===== src/ets_consts.vh =====
// exposure trigger sequencer: register map, field layout, reset values, timing counts
// assumes a 50 MHz sys_clk and word-indexed Avalon-MM addressing
`ifndef ETS_CONSTS_VH
`define ETS_CONSTS_VH

// word indices; byte address is four times the index
`define ETS_REG_CTRL      3'h0
`define ETS_REG_EXPOSE    3'h1
`define ETS_REG_SOFTTRIG  3'h2
`define ETS_REG_STATUS    3'h3
`define ETS_REG_FRAMELEN  3'h4

// control fields
`define ETS_CTRL_STREAM   0
`define ETS_CTRL_MODE_LO  1
`define ETS_CTRL_MODE_HI  3
`define ETS_CTRL_SRC_LO   4
`define ETS_CTRL_SRC_HI   5
`define ETS_CTRL_RATE40   6
`define ETS_CTRL_RISING   7

// operating modes
`define ETS_MODE_OVERLAP  3'h0
`define ETS_MODE_EXTENDED 3'h1
`define ETS_MODE_NONOVL   3'h2
`define ETS_MODE_SINGLE   3'h3
`define ETS_MODE_BULB     3'h4

// trigger sources
`define ETS_SRC_EXT       2'h0
`define ETS_SRC_LINE      2'h1
`define ETS_SRC_SOFT      2'h2

// reset values
`define ETS_CTRL_RST      8'h06
`define ETS_EXPOSE_RST    24'h000001
`define ETS_FRAMELEN_RST  24'h15AA40
`define ETS_STREAM_RST    1'b0

// timing: exposure step in ns and its cycle count at the sys_clk period
`define ETS_CLK_NS        20
`define ETS_STEP20_NS     77000
`define ETS_STEP40_NS     41000
`define ETS_STEP20_CYC    (`ETS_STEP20_NS / `ETS_CLK_NS)
`define ETS_STEP40_CYC    (`ETS_STEP40_NS / `ETS_CLK_NS)
// last divider count of one step, sized for the 12-bit step counter
`define ETS_STEP20_LAST   12'hF09
`define ETS_STEP40_LAST   12'h801

// pixel-rate enable: phase accumulator modulo 5 at 50 MHz
`define ETS_RATE_MOD      4'h5
`define ETS_RATE_INC20    4'h2
`define ETS_RATE_INC40    4'h4
// modulus at accumulator width; wraps correctly in 3-bit arithmetic
`define ETS_RATE_WRAP     3'h5

`endif


===== src/ets_sequencer.v =====
// exposure trigger sequencer top: Avalon-MM registers, mode state machine, readout pacing
// assumes sensor pins are asynchronous; sys_clk is 50 MHz
//
// What this block does
// - no exposure before a selected-source trigger
// - continuous modes stream until host disables
// - single mode: one exposure per leading edge
// - bulb exposes from leading to trailing edge
// - bulb readout starts at trailing edge
// - trigger from pin, line or command
// - 20 or 40 MHz rate, 12-bit samples
// - every mode works at either rate
// - single mode ignores triggers until readout ends
// - exposure steps 77 us or 41 us
`timescale 1ns/1ps
`include "ets_consts.vh"

module ets_sequencer (
   // clock and reset
   input  wire        sys_clk,
   input  wire        rst_n,
   // avalon-mm slave
   input  wire [2:0]  avs_address,
   input  wire        avs_read,
   input  wire        avs_write,
   input  wire [31:0] avs_writedata,
   output reg  [31:0] avs_readdata,
   output reg         avs_waitrequest,
   // trigger pins
   input  wire        extTrigger_n,
   input  wire        lineTrigger_n,
   // sensor
   input  wire [11:0] sensorData,
   output reg         sensorExpose,
   output reg         sensorReadout,
   // pixel stream
   output reg         pixelStrobe,
   output reg  [11:0] pixelData,
   output reg         pixelValid,
   output reg         frameStart
);

   localparam ST_IDLE    = 3'h0;
   localparam ST_EXPOSE  = 3'h1;
   localparam ST_READOUT = 3'h2;
   localparam ST_BULB    = 3'h3;
   localparam ST_WAITEXP = 3'h4;

   localparam [11:0] STEP20_LAST = `ETS_STEP20_LAST;
   localparam [11:0] STEP40_LAST = `ETS_STEP40_LAST;

   // zero counts are raised to one so a frame always has a length
   function [23:0] atLeastOne;
      input [23:0] value;
      begin
         atLeastOne = (value == 24'h0) ? 24'h1 : value;
      end
   endfunction

   // registers
   reg        streamEn;
   reg [2:0]  mode;
   reg [1:0]  srcSel;
   reg        rate40;
   reg        leadRising;
   reg [23:0] expSteps;
   reg [23:0] frameLen;
   reg        softLevel;
   reg [15:0] frameCount;

   // sequencer state
   reg [2:0]  state;
   reg        expRun;
   reg [23:0] expLeft;
   reg        readRun;
   reg [23:0] readLeft;
   reg [11:0] stepCnt;
   reg [2:0]  rateAcc;
   reg        pixTick;
   reg [11:0] dataMeta;
   reg [11:0] dataSync;

   reg [2:0]  next_state;
   reg        next_expRun;
   reg [23:0] next_expLeft;
   reg        next_readRun;
   reg [23:0] next_readLeft;
   reg        next_frameStart;
   reg [3:0]  next_rateSum;

   wire       trigLevel;
   wire       trigLead;
   wire       trigTrail;
   wire [11:0] stepLast;
   wire       stepTick;
   wire       expDone;
   wire       readDone;
   wire       continuous;
   wire       overlap;
   wire       armOk;

   ets_trig_sync uTrig (
      .sys_clk       (sys_clk),
      .rst_n         (rst_n),
      .extTrigger_n  (extTrigger_n),
      .lineTrigger_n (lineTrigger_n),
      .softLevel     (softLevel),
      .srcSel        (srcSel),
      .leadRising    (leadRising),
      .trigLevel     (trigLevel),
      .trigLead      (trigLead),
      .trigTrail     (trigTrail)
   );

   assign stepLast   = rate40 ? STEP40_LAST : STEP20_LAST;
   assign stepTick   = expRun && (stepCnt == stepLast);
   assign expDone    = stepTick && (expLeft == 24'h1);
   assign readDone   = readRun && pixTick && (readLeft == 24'h1);
   assign continuous = (mode == `ETS_MODE_OVERLAP) || (mode == `ETS_MODE_EXTENDED) ||
                       (mode == `ETS_MODE_NONOVL);
   assign overlap    = (mode == `ETS_MODE_OVERLAP) || (mode == `ETS_MODE_EXTENDED);
   // continuous modes arm only while streaming is enabled
   assign armOk      = continuous ? streamEn :
                       ((mode == `ETS_MODE_SINGLE) || (mode == `ETS_MODE_BULB));

   // pixel-rate enable: 2/5 or 4/5 of sys_clk gives 20 or 40 MHz
   always @* begin
      next_rateSum = {1'b0, rateAcc} + (rate40 ? `ETS_RATE_INC40 : `ETS_RATE_INC20);
   end

   always @(posedge sys_clk or negedge rst_n) begin
      if (!rst_n) begin
         rateAcc <= 3'h0;
         pixTick <= 1'b0;
      end else if (next_rateSum >= `ETS_RATE_MOD) begin
         rateAcc <= next_rateSum[2:0] - `ETS_RATE_WRAP;
         pixTick <= 1'b1;
      end else begin
         rateAcc <= next_rateSum[2:0];
         pixTick <= 1'b0;
      end
   end

   // exposure step divider, idle at zero between exposures
   always @(posedge sys_clk or negedge rst_n) begin
      if (!rst_n)
         stepCnt <= 12'h0;
      else if (!expRun || stepTick)
         stepCnt <= 12'h0;
      else
         stepCnt <= stepCnt + 12'h1;
   end

   always @* begin
      next_state      = state;
      next_expRun     = expRun;
      next_expLeft    = expLeft;
      next_readRun    = readRun;
      next_readLeft   = readLeft;
      next_frameStart = 1'b0;
      if (expDone)
         next_expRun = 1'b0;
      else if (stepTick)
         next_expLeft = expLeft - 24'h1;
      if (readDone)
         next_readRun = 1'b0;
      else if (readRun && pixTick)
         next_readLeft = readLeft - 24'h1;
      case (state)
         ST_IDLE: begin
            // triggers outside idle fall through unused
            if (trigLead && armOk) begin
               if (mode == `ETS_MODE_BULB) begin
                  next_state = ST_BULB;
               end else begin
                  next_state   = ST_EXPOSE;
                  next_expRun  = 1'b1;
                  next_expLeft = atLeastOne(expSteps);
               end
            end
         end
         ST_EXPOSE: begin
            if (expDone) begin
               next_state      = ST_READOUT;
               next_readRun    = 1'b1;
               next_readLeft   = atLeastOne(frameLen);
               next_frameStart = 1'b1;
               if (overlap && streamEn) begin
                  next_expRun  = 1'b1;
                  next_expLeft = atLeastOne(expSteps);
               end
            end
         end
         ST_BULB: begin
            if (trigTrail) begin
               next_state      = ST_READOUT;
               next_readRun    = 1'b1;
               next_readLeft   = atLeastOne(frameLen);
               next_frameStart = 1'b1;
            end
         end
         ST_READOUT: begin
            if (readDone) begin
               if (continuous && streamEn) begin
                  if (!overlap) begin
                     next_state   = ST_EXPOSE;
                     next_expRun  = 1'b1;
                     next_expLeft = atLeastOne(expSteps);
                  end else if (expRun && !expDone) begin
                     next_state = ST_WAITEXP;
                  end else begin
                     next_readRun    = 1'b1;
                     next_readLeft   = atLeastOne(frameLen);
                     next_frameStart = 1'b1;
                     next_expRun     = 1'b1;
                     next_expLeft    = atLeastOne(expSteps);
                  end
               end else begin
                  next_state  = ST_IDLE;
                  next_expRun = 1'b0;
               end
            end
         end
         ST_WAITEXP: begin
            if (!streamEn) begin
               next_state  = ST_IDLE;
               next_expRun = 1'b0;
            end else if (expDone) begin
               next_state      = ST_READOUT;
               next_readRun    = 1'b1;
               next_readLeft   = atLeastOne(frameLen);
               next_frameStart = 1'b1;
               next_expRun     = 1'b1;
               next_expLeft    = atLeastOne(expSteps);
            end
         end
         default: begin
            next_state   = ST_IDLE;
            next_expRun  = 1'b0;
            next_readRun = 1'b0;
         end
      endcase
   end

   always @(posedge sys_clk or negedge rst_n) begin
      if (!rst_n) begin
         state         <= ST_IDLE;
         expRun        <= 1'b0;
         expLeft       <= 24'h0;
         readRun       <= 1'b0;
         readLeft      <= 24'h0;
         sensorExpose  <= 1'b0;
         sensorReadout <= 1'b0;
         frameStart    <= 1'b0;
         frameCount    <= 16'h0;
      end else begin
         state         <= next_state;
         expRun        <= next_expRun;
         expLeft       <= next_expLeft;
         readRun       <= next_readRun;
         readLeft      <= next_readLeft;
         sensorExpose  <= next_expRun || (next_state == ST_BULB);
         sensorReadout <= next_readRun;
         frameStart    <= next_frameStart;
         if (next_frameStart)
            frameCount <= frameCount + 16'h1;
      end
   end

   // sensor samples cross from the converter pins
   always @(posedge sys_clk or negedge rst_n) begin
      if (!rst_n) begin
         dataMeta    <= 12'h000;
         dataSync    <= 12'h000;
         pixelData   <= 12'h000;
         pixelStrobe <= 1'b0;
         pixelValid  <= 1'b0;
      end else begin
         dataMeta    <= sensorData;
         dataSync    <= dataMeta;
         pixelStrobe <= pixTick;
         pixelValid  <= readRun && pixTick;
         if (readRun && pixTick)
            pixelData <= dataSync;
      end
   end

   // avalon slave: waitrequest drops one cycle after the request, access completes then
   always @(posedge sys_clk or negedge rst_n) begin
      if (!rst_n) begin
         avs_waitrequest <= 1'b1;
         avs_readdata    <= 32'h00000000;
         streamEn        <= `ETS_STREAM_RST;
         mode            <= `ETS_MODE_SINGLE;
         srcSel          <= `ETS_SRC_EXT;
         rate40          <= 1'b0;
         leadRising      <= 1'b0;
         expSteps        <= `ETS_EXPOSE_RST;
         frameLen        <= `ETS_FRAMELEN_RST;
         softLevel       <= 1'b0;
      end else if ((avs_read || avs_write) && avs_waitrequest) begin
         avs_waitrequest <= 1'b0;
         // writes leave the last read word standing
         if (!avs_read)
            avs_readdata <= avs_readdata;
         else if (avs_address == `ETS_REG_CTRL)
            avs_readdata <= {24'h0, leadRising, rate40, srcSel, mode, streamEn};
         else if (avs_address == `ETS_REG_EXPOSE)
            avs_readdata <= {8'h00, expSteps};
         else if (avs_address == `ETS_REG_SOFTTRIG)
            avs_readdata <= {31'h0, softLevel};
         else if (avs_address == `ETS_REG_STATUS)
            avs_readdata <= {frameCount, 9'h0, trigLevel, readRun, expRun, 1'b0, state};
         else if (avs_address == `ETS_REG_FRAMELEN)
            avs_readdata <= {8'h00, frameLen};
         else
            avs_readdata <= 32'h00000000;
      end else begin
         avs_waitrequest <= 1'b1;
         if (avs_write && !avs_waitrequest) begin
            if (avs_address == `ETS_REG_CTRL) begin
               streamEn   <= avs_writedata[`ETS_CTRL_STREAM];
               mode       <= avs_writedata[`ETS_CTRL_MODE_HI:`ETS_CTRL_MODE_LO];
               srcSel     <= avs_writedata[`ETS_CTRL_SRC_HI:`ETS_CTRL_SRC_LO];
               rate40     <= avs_writedata[`ETS_CTRL_RATE40];
               leadRising <= avs_writedata[`ETS_CTRL_RISING];
            end else if (avs_address == `ETS_REG_EXPOSE) begin
               expSteps <= avs_writedata[23:0];
            end else if (avs_address == `ETS_REG_SOFTTRIG) begin
               softLevel <= avs_writedata[0];
            end else if (avs_address == `ETS_REG_FRAMELEN) begin
               frameLen <= avs_writedata[23:0];
            end
         end
      end
   end

endmodule // ets_sequencer


===== src/ets_trig_sync.v =====
// trigger conditioner: synchronises the pin triggers, selects one source, finds edges
// assumes pins are asynchronous to sys_clk; soft trigger level is already on sys_clk
`timescale 1ns/1ps
`include "ets_consts.vh"

module ets_trig_sync (
   // clock and reset
   input  wire       sys_clk,
   input  wire       rst_n,
   // raw triggers
   input  wire       extTrigger_n,
   input  wire       lineTrigger_n,
   input  wire       softLevel,
   // selection
   input  wire [1:0] srcSel,
   input  wire       leadRising,
   // conditioned trigger
   output reg        trigLevel,
   output reg        trigLead,
   output reg        trigTrail
);

   reg  [1:0] pinMeta;
   reg  [1:0] pinSync;
   reg  [2:0] actPrev;
   reg        selAct;
   reg        selGoAct;
   reg        selGoIdle;
   wire [2:0] actNow;
   wire [2:0] goAct;
   wire [2:0] goIdle;

   always @(posedge sys_clk or negedge rst_n) begin
      if (!rst_n) begin
         pinMeta <= 2'h3;
         pinSync <= 2'h3;
      end else begin
         pinMeta <= {lineTrigger_n, extTrigger_n};
         pinSync <= pinMeta;
      end
   end

   // edges found per source ahead of the mux, so a source or polarity
   // change never looks like a trigger edge
   assign actNow = {softLevel, ~pinSync[1], ~pinSync[0]};
   assign goAct  = actNow & ~actPrev;
   assign goIdle = ~actNow & actPrev;

   always @* begin
      selAct    = 1'b0;
      selGoAct  = 1'b0;
      selGoIdle = 1'b0;
      if (srcSel == `ETS_SRC_EXT) begin
         selAct    = actNow[0];
         selGoAct  = goAct[0];
         selGoIdle = goIdle[0];
      end else if (srcSel == `ETS_SRC_LINE) begin
         selAct    = actNow[1];
         selGoAct  = goAct[1];
         selGoIdle = goIdle[1];
      end else if (srcSel == `ETS_SRC_SOFT) begin
         selAct    = actNow[2];
         selGoAct  = goAct[2];
         selGoIdle = goIdle[2];
      end
   end

   always @(posedge sys_clk or negedge rst_n) begin
      if (!rst_n) begin
         actPrev   <= 3'h0;
         trigLevel <= 1'b0;
         trigLead  <= 1'b0;
         trigTrail <= 1'b0;
      end else begin
         actPrev   <= actNow;
         // default leading edge is high-to-low on the pins, low-to-high on softLevel
         trigLevel <= leadRising ? ~selAct : selAct;
         trigLead  <= leadRising ? selGoIdle : selGoAct;
         trigTrail <= leadRising ? selGoAct : selGoIdle;
      end
   end

endmodule // ets_trig_sync


===== config.mk =====
export PLATFORM = sky130hd
export DESIGN_NAME = ets_sequencer
export DESIGN_NICKNAME = d
export VERILOG_FILES = /design/src/ets_sequencer.v /design/src/ets_trig_sync.v
export VERILOG_INCLUDE_DIRS = /design/src /design/src/src
export SDC_FILE = /design/constraint.sdc
export NUM_CORES = 1
export LEC_CHECK = 0
export BUFFER_PORTS_ARGS = -buffer_cell sky130_fd_sc_hd__clkbuf_2
export CAP_MARGIN = 20
export CORE_MARGIN = 1.5
export CORE_UTILIZATION = 35
export CTS_CLUSTER_SIZE = 25
export DETAILED_ROUTE_END_ITERATION = 8
export HOLD_SLACK_MARGIN = 0.12
export PLACE_DENSITY = 0.62
export RECOVER_POWER = 50
export SYNTH_ARGS = -nofsm -noshare
export SYNTH_HDL_FRONTEND = slang
export SYNTH_SLANG_ARGS = --single-unit

===== constraint.sdc =====
create_clock -name sys_clk -period 3.7 [get_ports sys_clk]
set_input_delay 0.37 -clock sys_clk [delete_from_list [all_inputs] [get_ports sys_clk]]
set_output_delay 0.37 -clock sys_clk [all_outputs]
set_load 0.01 [all_outputs]

After elaboration in Yosys (flattened, before gate mapping)
Cells that the tools add are included.
{ "word_totals": {"in_bits": 53, "register_bits": 225, "wordCells": 186, "out_inout_bits": 50} }
{ "classes": {"n_reduce_logical": 30, "addsub": 6, "muxes": 88, "bitwise": 11, "n_lt_le_gt_ge": 1, "n_eq_ne": 18} }
{ "ops": {"columns": ["op", "count"], "rows": [
  ["2-to-1 mux 24 bit", 24],
  ["one-hot mux 24 bit (4 select lines)", 2],
  ["2-to-1 mux 32 bit", 4],
  ["== test 24 x 1 -> 1 bit, second input constant", 2],
  ["zero test 24 bit", 2],
  ["subtractor 24 x 1 -> 24 bit, second input constant", 2],
  ["2-to-1 mux 1 bit", 41],
  ["2-to-1 mux 3 bit", 10],
  ["== test 3 x 2 -> 1 bit, second input constant", 7],
  ["adder 16 x 1 -> 16 bit, second input constant", 1],
  ["one-hot mux 3 bit (5 select lines)", 1],
  ["adder 12 x 1 -> 12 bit, second input constant", 1],
  ["== test 12 bit", 1],
  ["2-to-1 mux 12 bit", 1],
  ["2-to-1 mux 11 bit", 1],
  ["logical AND 1 bit", 10],
  ["one-hot mux 1 bit (5 select lines)", 2],
  ["== test 3 x 1 -> 1 bit, second input constant", 3],
  ["== test 3 bit, second input constant", 3],
  ["zero test 3 bit", 3],
  ["inverter 1 bit", 7],
  ["bitwise AND 3 bit", 2],
  ["logical OR 1 bit", 6],
  ["inverter 3 bit", 2],
  ["other kinds (14)", 16]
]} }

Depth between registers and ports, before layout
Gate-level depths: netlist of run 1.
{ "depth": {"word_depth": 13, "mapped_depth": 10, "mapped_depth_nobuf": 8} }

Modules after synthesis
Synthesis of run 1 repeated with hierarchy kept, for this count alone.
{ "unflattened": {"hier_cells": 951, "area_unflattened_um2": 10691.5} }
{ "modules_own_cells": {"columns": ["mod", "area_per_inst_um2", "instances", "cells_per_inst", "seq_area_each_um2"], "rows": [
  ["ets_sequencer", 10302.4, 1, 923, 5395.2],
  ["ets_trig_sync", 389.1, 1, 28, 255.2]
]} }

Worst setup path after synthesis of run 1
Ideal clock, no wire load.
{ "synth_timing": {"kind": "reg2reg", "from": "register stepCnt[3]", "to": "register expLeft[20]", "path_slack_ns": 1.159, "stages_incl_launch_ff": 8, "t_required_ns": 3.575, "setup_time_ns": 0.125, "n_path_buf": 1, "arrival_time_ns": 2.416, "period_less_slack_ns": 2.541, "path_cell_list": "dfrtp_1 -> or4b_1 -> o22a_1 -> a311oi_1 -> clkbuf_1 -> nand4_1 -> xnor2_1 -> mux2_2"} }
{ "synth_between": {"elab_chain_cells": 10, "word_cells_on_any_way": 18, "cone_classes": "1 x eq/ne; 13 x mux; 4 x reduce/logical"} }
{ "synth_lines": {"columns": ["element", "line_no", "text"], "rows": [
  ["start, declared", "ets_sequencer.v:77", "reg [11:0] stepCnt;"],
  ["start signal, assigned", "ets_sequencer.v:151", "stepCnt <= stepCnt + 12'h1;"],
  ["== test 12 bit (*)", "ets_sequencer.v:116", "assign stepTick = expRun && (stepCnt == stepLast);"],
  ["logical AND 1 bit (*)", "ets_sequencer.v:116", null],
  ["logical AND 1 bit", "ets_sequencer.v:117", "assign expDone = stepTick && (expLeft == 24'h1);"],
  ["zero test 1 bit", "ets_sequencer.v:209", "end else if (expRun && !expDone) begin"],
  ["logical AND 1 bit", "ets_sequencer.v:209", null],
  ["2-to-1 mux 24 bit", "ets_sequencer.v:209", null],
  ["2-to-1 mux 24 bit", "ets_sequencer.v:205", "if (!overlap) begin"],
  ["2-to-1 mux 24 bit", "ets_sequencer.v:204", "if (continuous && streamEn) begin"],
  ["2-to-1 mux 24 bit", "ets_sequencer.v:203", "if (readDone) begin"],
  ["one-hot mux 24 bit (4 select lines) (*)", "ets_sequencer.v:169", "case (state)"],
  ["named net next_expLeft[20]", "ets_sequencer.v:85", "reg [23:0] next_expLeft;"],
  ["end signal, assigned", "ets_sequencer.v:259", "expLeft <= next_expLeft;"],
  ["end, declared", "ets_sequencer.v:74", "reg [23:0] expLeft;"]
]} }
Mark *: on every way through the listed nets, which the timed path passes. The rest lies on a longest branch.
A chain may end at the register's enable or synchronous reset.

Worst setup path in the final report of run 1
{ "layout_timing": {"from": "register readLeft[22]", "to": "register expLeft[1]"} }
{ "layout_between": {"elab_chain_cells": 4} }
{ "layout_lines": {"columns": ["element", "line_no", "text"], "rows": [
  ["start, declared", "ets_sequencer.v:76", "reg [23:0] readLeft;"],
  ["start signal, assigned", "ets_sequencer.v:261", "readLeft <= next_readLeft;"],
  ["== test 24 x 1 -> 1 bit", "ets_sequencer.v:118", "assign readDone = readRun && pixTick && (readLeft == 24'h1);"],
  ["logical AND 1 bit", "ets_sequencer.v:118", null],
  ["2-to-1 mux 24 bit", "ets_sequencer.v:203", null],
  ["one-hot mux 24 bit (4 select lines)", "ets_sequencer.v:169", null],
  ["named net next_expLeft[1]", "ets_sequencer.v:85", null]
]} }
The timed path passes the listed nets, and every way through them passes these cells.

==> impl_metrics.py, run 1 <==
metrics = {
    "sta": {
        "finalMaxSlewViolations": 0,
        "fin_worst_skew_ps": 10.2,
        "finalCritPeriodShare_pct": 77.9,
        "worst_pin_slew_ps": 1420,
        "rsz0062_at_grt": "false",
        "fmax_mhz": 347,
        "finalSetupViolCount": 0,
        "tns_ps": 0,
        "finalCriticalPeriod_ps": 2880,
        "hold_viol": 0,
        "maxSlewHeadroom_pct": 5.26,
    },
    "placement": {
        "hpwl_um": 18100,
        "port_buffers": 94,
        "gp_congestion": 0.846,
    },
    "min_path": {
        "whs_endpoint": "expSteps[4]$_DFFE_PN0P_",
        "hold_class": "in2reg",
        "hp-start": "avs_writedata[4]",
        "hold_path_depth": 3,
    },
    "global_routing": {
        "grt_pass1_vias": 7886,
        "gr-usage-met2_pct": 28.4,
        "antenna_found_initial": 0,
        "grt_pass1_wl_um": 42700,
        "use_met1_pct": 23.2,
        "grt_max_degree": 106,
        "gr-total-overflow": 0,
        "use_met3_pct": 2.97,
        "grt_util_all_layers_pct": 17.3,
        "grt_busiest_layer": "met2",
    },
    "setup_path": {
        "crit_required_ps": 4110,
        "cp_data_arrival_time_ps": 3290,
        "worstSetupStartpoint": "readLeft[22]$_DFF_PN0_",
        "crit_chain": "nor4_1, nand3_1, nor4_2, and3b_1, a2bb2oi_4, mux2_2",
        "path_class": "reg2reg",
        "crit_path_end_kind": "flip-flop",
        "worstSetupStartpointType": "flip-flop",
        "r2r_cells": 6,
        "rr_endpoint": "expLeft[1]$_DFF_PN0_",
        "cp_slowest_cell": "nor4_1",
        "rr_startpoint": "readLeft[22]$_DFF_PN0_",
        "critPathMaxStageDelay_ps": 630,
        "r2r_slack_ps": 820,
        "critPathMaxFanout": 24,
    },
    "run_status": {
        "status": "completed",
    },
    "yosys": {
        "async_flop_share_pct": 100,
        "avgSynthCellArea_sq_um": 11.2,
        "synth_edf_count": 0,
        "yosysSeqAreaShare_pct": 53.7,
        "netlist_instances": 940,
        "yosysUniqueCellTypes": 63,
        "ys_ff_latch": 225,
        "yosys_warnings": 0,
        "synth_flop_cell": "dfrtp_1",
        "netlist_area_sq_um": 10500,
        "postSynthNetCount": 1004,
    },
    "pwr": {
        "max-vdd-ir-drop_mv": 0.322,
        "power_density_nw_per_um2": 707,
        "p_leak_nw": 5.57,
    },
    "final_layout": {
        "nFillCells": 2891,
        "final_layout_size_suffix_gt1_share_pct": 20.9,
        "area_delta_synth_final_pct": 21.2,
        "utilization_pct": 43.0,
        "seqCellArea_sq_um": 5650,
        "layout_commonest_cell": "dfrtp_1",
        "multiInputGateArea_sq_um": 4610,
        "layout_common_cells": "dfrtp_1, mux2_2, nand2_1",
        "final_nets": 1138,
        "antennaDiodeCount": 0,
    },
    "die": {
        "core-area_sq_um": 29600,
        "io_pins": 103,
        "die_h_um": 176,
        "die_w_um": 176,
        "die-area_sq_um": 31100,
        "rows": 63,
        "start_util_pct": 35.5,
    },
    "cts": {
        "cts_tree": "done",
        "clk-insertion-delay-late_ps": 530,
        "root_buffer": "clkbuf_16",
        "cts.sinks": 225,
        "cts_buffer_depth": 3,
        "post_cts_resized": 0,
        "htreeDepth": 1,
        "cts.clk_slew.worst_paths_ps": 60,
        "numCtsBuffers": 26,
    },
    "routing": {
        "wl_per_cell_um": 17.5,
        "drc": 0,
        "vias": 7694,
        "drt_iter0_markers": 444,
        "firstDrtPassIters": 5,
        "totalWireLength_um": 26000,
        "vias_per_cell": 5.19,
        "antenna_left": 0,
    },
    "run": {
        "drv_cap": 0,
    },
}
-- critical path, delay by kind of cell (launching register included) --
kind             cells  cell delay (ps)
AO/OA/AOI/OAI        1              260
flip-flops           1              410
multiplexers         1              360
AND/OR/NAND/NOR      4             1730
-- metal layers --
layer | part of all wire (%) | vias to the layer above
li1 | - | 3629
met1 | 46 | 3862
met2 | 48 | 162
met3 | 4.2 | 41
met4 | 2.7 | 0
met5 | 0 | -
-- state kept, by name, summed over array words and instances, names as in the netlist, 2 cells and up --
| register | cells |
|---|---|
| avs_readdata | 32 |
| expLeft | 24 |
| expSteps | 24 |
| frameLen | 24 |
| readLeft | 24 |
| frameCount | 16 |
| dataMeta | 12 |
| dataSync | 12 |
| pixelData | 12 |
| stepCnt | 12 |
| mode | 3 |
| rateAcc | 3 |
| state | 3 |
| uTrig.actPrev | 3 |
| srcSel | 2 |
| uTrig.pinMeta | 2 |
| uTrig.pinSync | 2 |
-- worst max path at each step --
stage | endpoint | slack [ps] | depth (start not counted)
finish | expLeft[1]$_DFF_PN0_ | 820 | 6
global route | expLeft[18]$_DFF_PN0_ | 590 | 6
CTS | readLeft[10]$_DFF_PN0_ | 840 | 7
detailed placement | expLeft[15]$_DFF_PN0_ | 860 | 6
global placement | readLeft[10]$_DFF_PN0_ | 900 | 7
floorplan | expLeft[20]$_DFF_PN0_ | 1160 | 7
-- repair_timing --
item                                    4_1_cts  5_1_grt
hold buffers                                 34        0
setup buffers                                 0        0
hold endpoints to repair                    147        0
endpoints found under the setup margin        0        0
-- per-stage QoR --
step / hold slack, ps / instance area [sq um] / worst slack [ps] / power (mW) / cells
global placement: 332 / 11500 / 898 / 6.08 / 1402
floorplan: 74.4 / 10500 / 1160 / 5.30 / 940
CTS: 126 / 12800 / 845 / 9.11 / 1483
global route: 128 / 12700 / 590 / 9.54 / 1483
detailed placement: 335 / 11500 / 862 / 6.16 / 1402
finish: 128 / 12700 / 816 / 9.00 / 1483
-- report_power, final --
part	internal, mW	switching, mW	leakage (nW)
Combinational	1.09	1.24	2.26
Sequential	3.12	0.691	2.83
Clock	1.84	1.02	0.480
-- synth_stat cells (8+ instances only) --
| master | instances | area, sq um |
|---|---|---|
| a21oi_1 | 29 | 145 |
| a22o_1 | 8 | 70.1 |
| a22oi_1 | 8 | 60.1 |
| and4_1 | 9 | 78.8 |
| clkbuf_1 | 31 | 116 |
| dfrtp_1 | 209 | 5230 |
| dfstp_2 | 16 | 420 |
| ha_1 | 10 | 125 |
| inv_1 | 25 | 93.8 |
| mux2_2 | 85 | 957 |
| mux2i_1 | 40 | 400 |
| nand2_1 | 78 | 293 |
| nand2b_1 | 8 | 50.1 |
| nand3_1 | 23 | 115 |
| nand4_1 | 23 | 144 |
| nor2_1 | 56 | 210 |
| nor3_1 | 26 | 130 |
| nor4_1 | 25 | 156 |
| o211ai_1 | 8 | 60.1 |
| o21ai_0 | 53 | 265 |
| xnor2_1 | 47 | 412 |
| xor2_1 | 23 | 201 |
-- cells by family (layout without fill, tap and decap cells) --
family,count (synthesis),after routing,share of synthesized area (%)
and+or+nand+nor,300,300,14.9
DFF,225,225,53.7
AOI/OAI and AO/OA,140,140,8.36
muxes,126,126,13.1
xor gates and xnor gates,70,70,5.83
buffers and inverters,68,221,2.69
adders and majority gates,11,11,1.38
-- layout make-up --
cell class                 count  area share [%]
clock inverter                13            1.74
multi-input combinational    647            36.2
sequential                   225            44.4
clock buffer                  34            5.90
tap                          390            3.83
timing repair buffer         148            7.23
inverter                      26           0.766
Power figures use the tool's default switching activity.
==> run 2: changes to the inputs <==
--- a/config.mk
+++ b/config.mk
@@ -6,6 +6,7 @@
 export SDC_FILE = /design/constraint.sdc
 export NUM_CORES = 1
 export LEC_CHECK = 0
+export ABC_AREA = 1
 export BUFFER_PORTS_ARGS = -buffer_cell sky130_fd_sc_hd__clkbuf_2
 export CAP_MARGIN = 20
 export CORE_MARGIN = 1.5
==> constraint.sdc (replaced) <==
create_clock -name sys_clk -period 3 [get_ports sys_clk]
set_input_delay 0.3 -clock sys_clk [delete_from_list [all_inputs] [get_ports sys_clk]]
set_output_delay 0.3 -clock sys_clk [all_outputs]
set_load 0.01 [all_outputs]
==> impl_metrics.py, run 2 <==
metrics = {
    "pwr": {
        "power_density_nw_per_um2": 855,
        "p_sw_mw": 4.44,
        "max-vdd-ir-drop_mv": 0.458,
        "seq_power_share_pct": 38.2,
        "p_leak_nw": 6.54,
        "internal_power_mw": 7.16,
        "combPwrFrac_pct": 33.6,
        "total_power_mw": 11.6,
        "clockPowerShare_pct": 28.3,
        "swShare_pct": 38.3,
    },
    "min_path": {
        "hold_class": "in2reg",
    },
    "routing": {
        "vias": 9652,
        "antenna_left": 0,
        "drc": 0,
        "vias_per_cell": 4.95,
        "firstDrtPassIters": 5,
        "drt_iter0_markers": 715,
        "totalWireLength_um": 31100,
        "wl_per_cell_um": 16.0,
    },
    "placement": {
        "port_buffers": 94,
        "dp_slack_ps": 487,
        "gp_congestion": 0.927,
        "hpwl_um": 23200,
    },
    "sta": {
        "setup_ws_ps": 437,
        "rsz0062_at_grt": "false",
        "fin_worst_skew_ps": 19.1,
        "worst_pin_slew_ps": 1940,
        "maxSlewHeadroom_pct": -29.4,
        "finalCriticalPeriod_ps": 2560,
        "finalSetupViolCount": 0,
        "finalMaxSlewViolations": 77,
        "fmax_mhz": 390,
        "finalCritPeriodShare_pct": 85.4,
        "hold_viol": 0,
        "tns_ps": 0,
    },
    "final_layout": {
        "final_layout_size_suffix_gt1_share_pct": 15.1,
        "largest_reg_flops": 32,
        "utilization_pct": 42.9,
        "layout_common_cells": "nand2_1, dfrtp_1, inv_1",
        "final_nets": 1591,
        "area_delta_synth_final_pct": 20.3,
        "top_register": "avs_readdata",
        "antennaDiodeCount": 0,
        "layout_commonest_cell": "nand2_1",
    },
    "die": {
        "rows": 65,
        "die_w_um": 183,
        "die-area_sq_um": 33300,
        "io_pins": 103,
        "core-area_sq_um": 31600,
        "die_h_um": 183,
        "start_util_pct": 35.7,
    },
    "cts": {
        "post-cts-setup-buffer-count": 0,
        "cts.sinks": 225,
        "cts_tree": "done",
        "clk-insertion-delay-late_ps": 530,
        "root_buffer": "clkbuf_16",
        "cts_buffer_depth": 3,
        "numCtsBuffers": 26,
        "htreeDepth": 1,
        "cts.clk_slew.worst_paths_ps": 60,
    },
    "yosys": {
        "yosysTopAreaCell": "dfrtp_1",
        "netlist_instances": 1377,
        "avgSynthCellArea_sq_um": 8.19,
        "synth_common_cells": "nand2_1, dfrtp_1, inv_1",
        "yosys_warnings": 0,
        "netlist_area_sq_um": 11300,
        "synth_edf_count": 0,
        "async_flop_share_pct": 100,
        "yosysSeqAreaShare_pct": 50.1,
        "ys_ff_latch": 225,
        "synth_area_leaders": "dfrtp_1, nand2_1, o21ai_0",
        "yosys.cell_count.top_type": "nand2_1",
        "yosysUniqueCellTypes": 52,
        "synth_top_area_share_pct": 46.4,
        "synth_flop_cell": "dfrtp_1",
        "postSynthNetCount": 1441,
    },
    "setup_path": {
        "crit_chain": "inv_1, ha_1, nand3_1, nor2_1, nand3_1, nor2_1, nand2_4, nand2_2, nand3_2, nand2_2, nand2_2, o22ai_1",
        "crit_buf_inv": 1,
        "worstSetupStartpointType": "flip-flop",
        "critPathMaxStageDelay_ps": 390,
        "cp_slowest_cell": "dfrtp_1",
        "crit_family": "simple AND/OR/NAND/NOR gates",
        "cp_data_arrival_time_ps": 3000,
        "path_class": "reg2reg",
        "crit_required_ps": 3440,
        "critPathMaxFanout": 17,
        "crit_path_end_kind": "flip-flop",
        "critPathMostFrequentCell": "nand2_2",
    },
    "global_routing": {
        "grt_pass1_vias": 9408,
        "gr-total-overflow": 0,
        "grt_util_all_layers_pct": 19.0,
        "grt_pass1_wl_um": 50600,
        "grt_max_degree": 78,
        "antenna_found_initial": 0,
    },
    "run_status": {
        "status": "finished with violations",
        "violations": "capacitance limit, slew limit",
    },
    "run": {
        "drv_cap": 1,
    },
}
[run 2: routing by layer]
metal	wire, um	up-vias	part of all wire, %	GRT usage [%]
li1	-	4783	-	-
met1	14500	4590	46	26.5
met2	14400	230	46	30.8
met3	1440	49	4.6	2.67
met4	837	0	2.7	5.75
met5	0	-	0	0
[run 2: path summary, 6_finish.rpt]
| path | from | to | slack [ps] | cells past startpoint |
|---|---|---|---|---|
| max | stepCnt[1]$_DFF_PN0_ | readLeft[7]$_DFF_PN0_ | 440 | 12 |
| min | avs_writedata[22] | expSteps[22]$_DFFE_PN0P_ | 130 | 3 |
| max reg2reg | stepCnt[1]$_DFF_PN0_ | readLeft[7]$_DFF_PN0_ | 440 | 12 |
| min reg2reg | dataMeta[6]$_DFF_PN0_ | dataSync[6]$_DFF_PN0_ | 340 | 0 |
| max in group asynchronous | rst_n | avs_readdata[10]$_DFFE_PN0P_ | 670 | 3 |
| min in group asynchronous | rst_n | avs_readdata[12]$_DFFE_PN0P_ | 880 | 2 |
[run 2: power by group through the flow]
stage | combinational [mW] | sequential (mW) | clock, mW
global placement | 3.79 | 4.45 | 0
global route | 4.44 | 4.52 | 3.50
finish | 3.89 | 4.43 | 3.28
CTS | 3.91 | 4.43 | 3.35
detailed placement | 3.85 | 4.47 | 0
floorplan | 2.78 | 4.34 | 0
[run 2: area by class of cell]
class	instances	area [sq um]
Clock inverter	9	125
Inverter	186	698
Multi-Input combinational cell	928	4760
Clock buffer	39	771
Sequential cell	225	5650
Tap cell	402	503
Timing Repair Buffer	160	1070
Fill cell	3086	18100
[run 2: tightest hold or removal path, stage by stage]
cell      delay, ps
clkbuf_2         70
inv_1            80
o21ai_0         160
[run 2: timing repair]
action / in CTS / in global routing
setup endpoints to repair: 0 / 0
hold endpoints to repair: 135 / 1
hold buffers: 39 / 1
resized for setup: 0 / 0
[run 2: cells by family (layout without fill, tap and decap cells)]
family	count (synthesis)	count (layout)	synth area share, %
AND/OR/NAND/NOR	632	632	25.3
buffers and inverters	224	394	7.75
flip-flops	225	225	50.1
AO/OA/AOI/OAI	235	235	11.6
XOR/XNOR	49	49	3.80
adder cells (fa/ha/maj)	11	11	1.29
multiplexers	1	1	0.0887
[run 2: stage by stage]
| step | instances | hold WS (ps) | instance area [sq um] |
|---|---|---|---|
| floorplan | 1377 | 4.41 | 11300 |
| global placement | 1861 | 319 | 12300 |
| detailed placement | 1861 | 323 | 12300 |
| CTS | 1948 | 120 | 13600 |
| global route | 1949 | 133 | 13600 |
| finish | 1949 | 133 | 13600 |
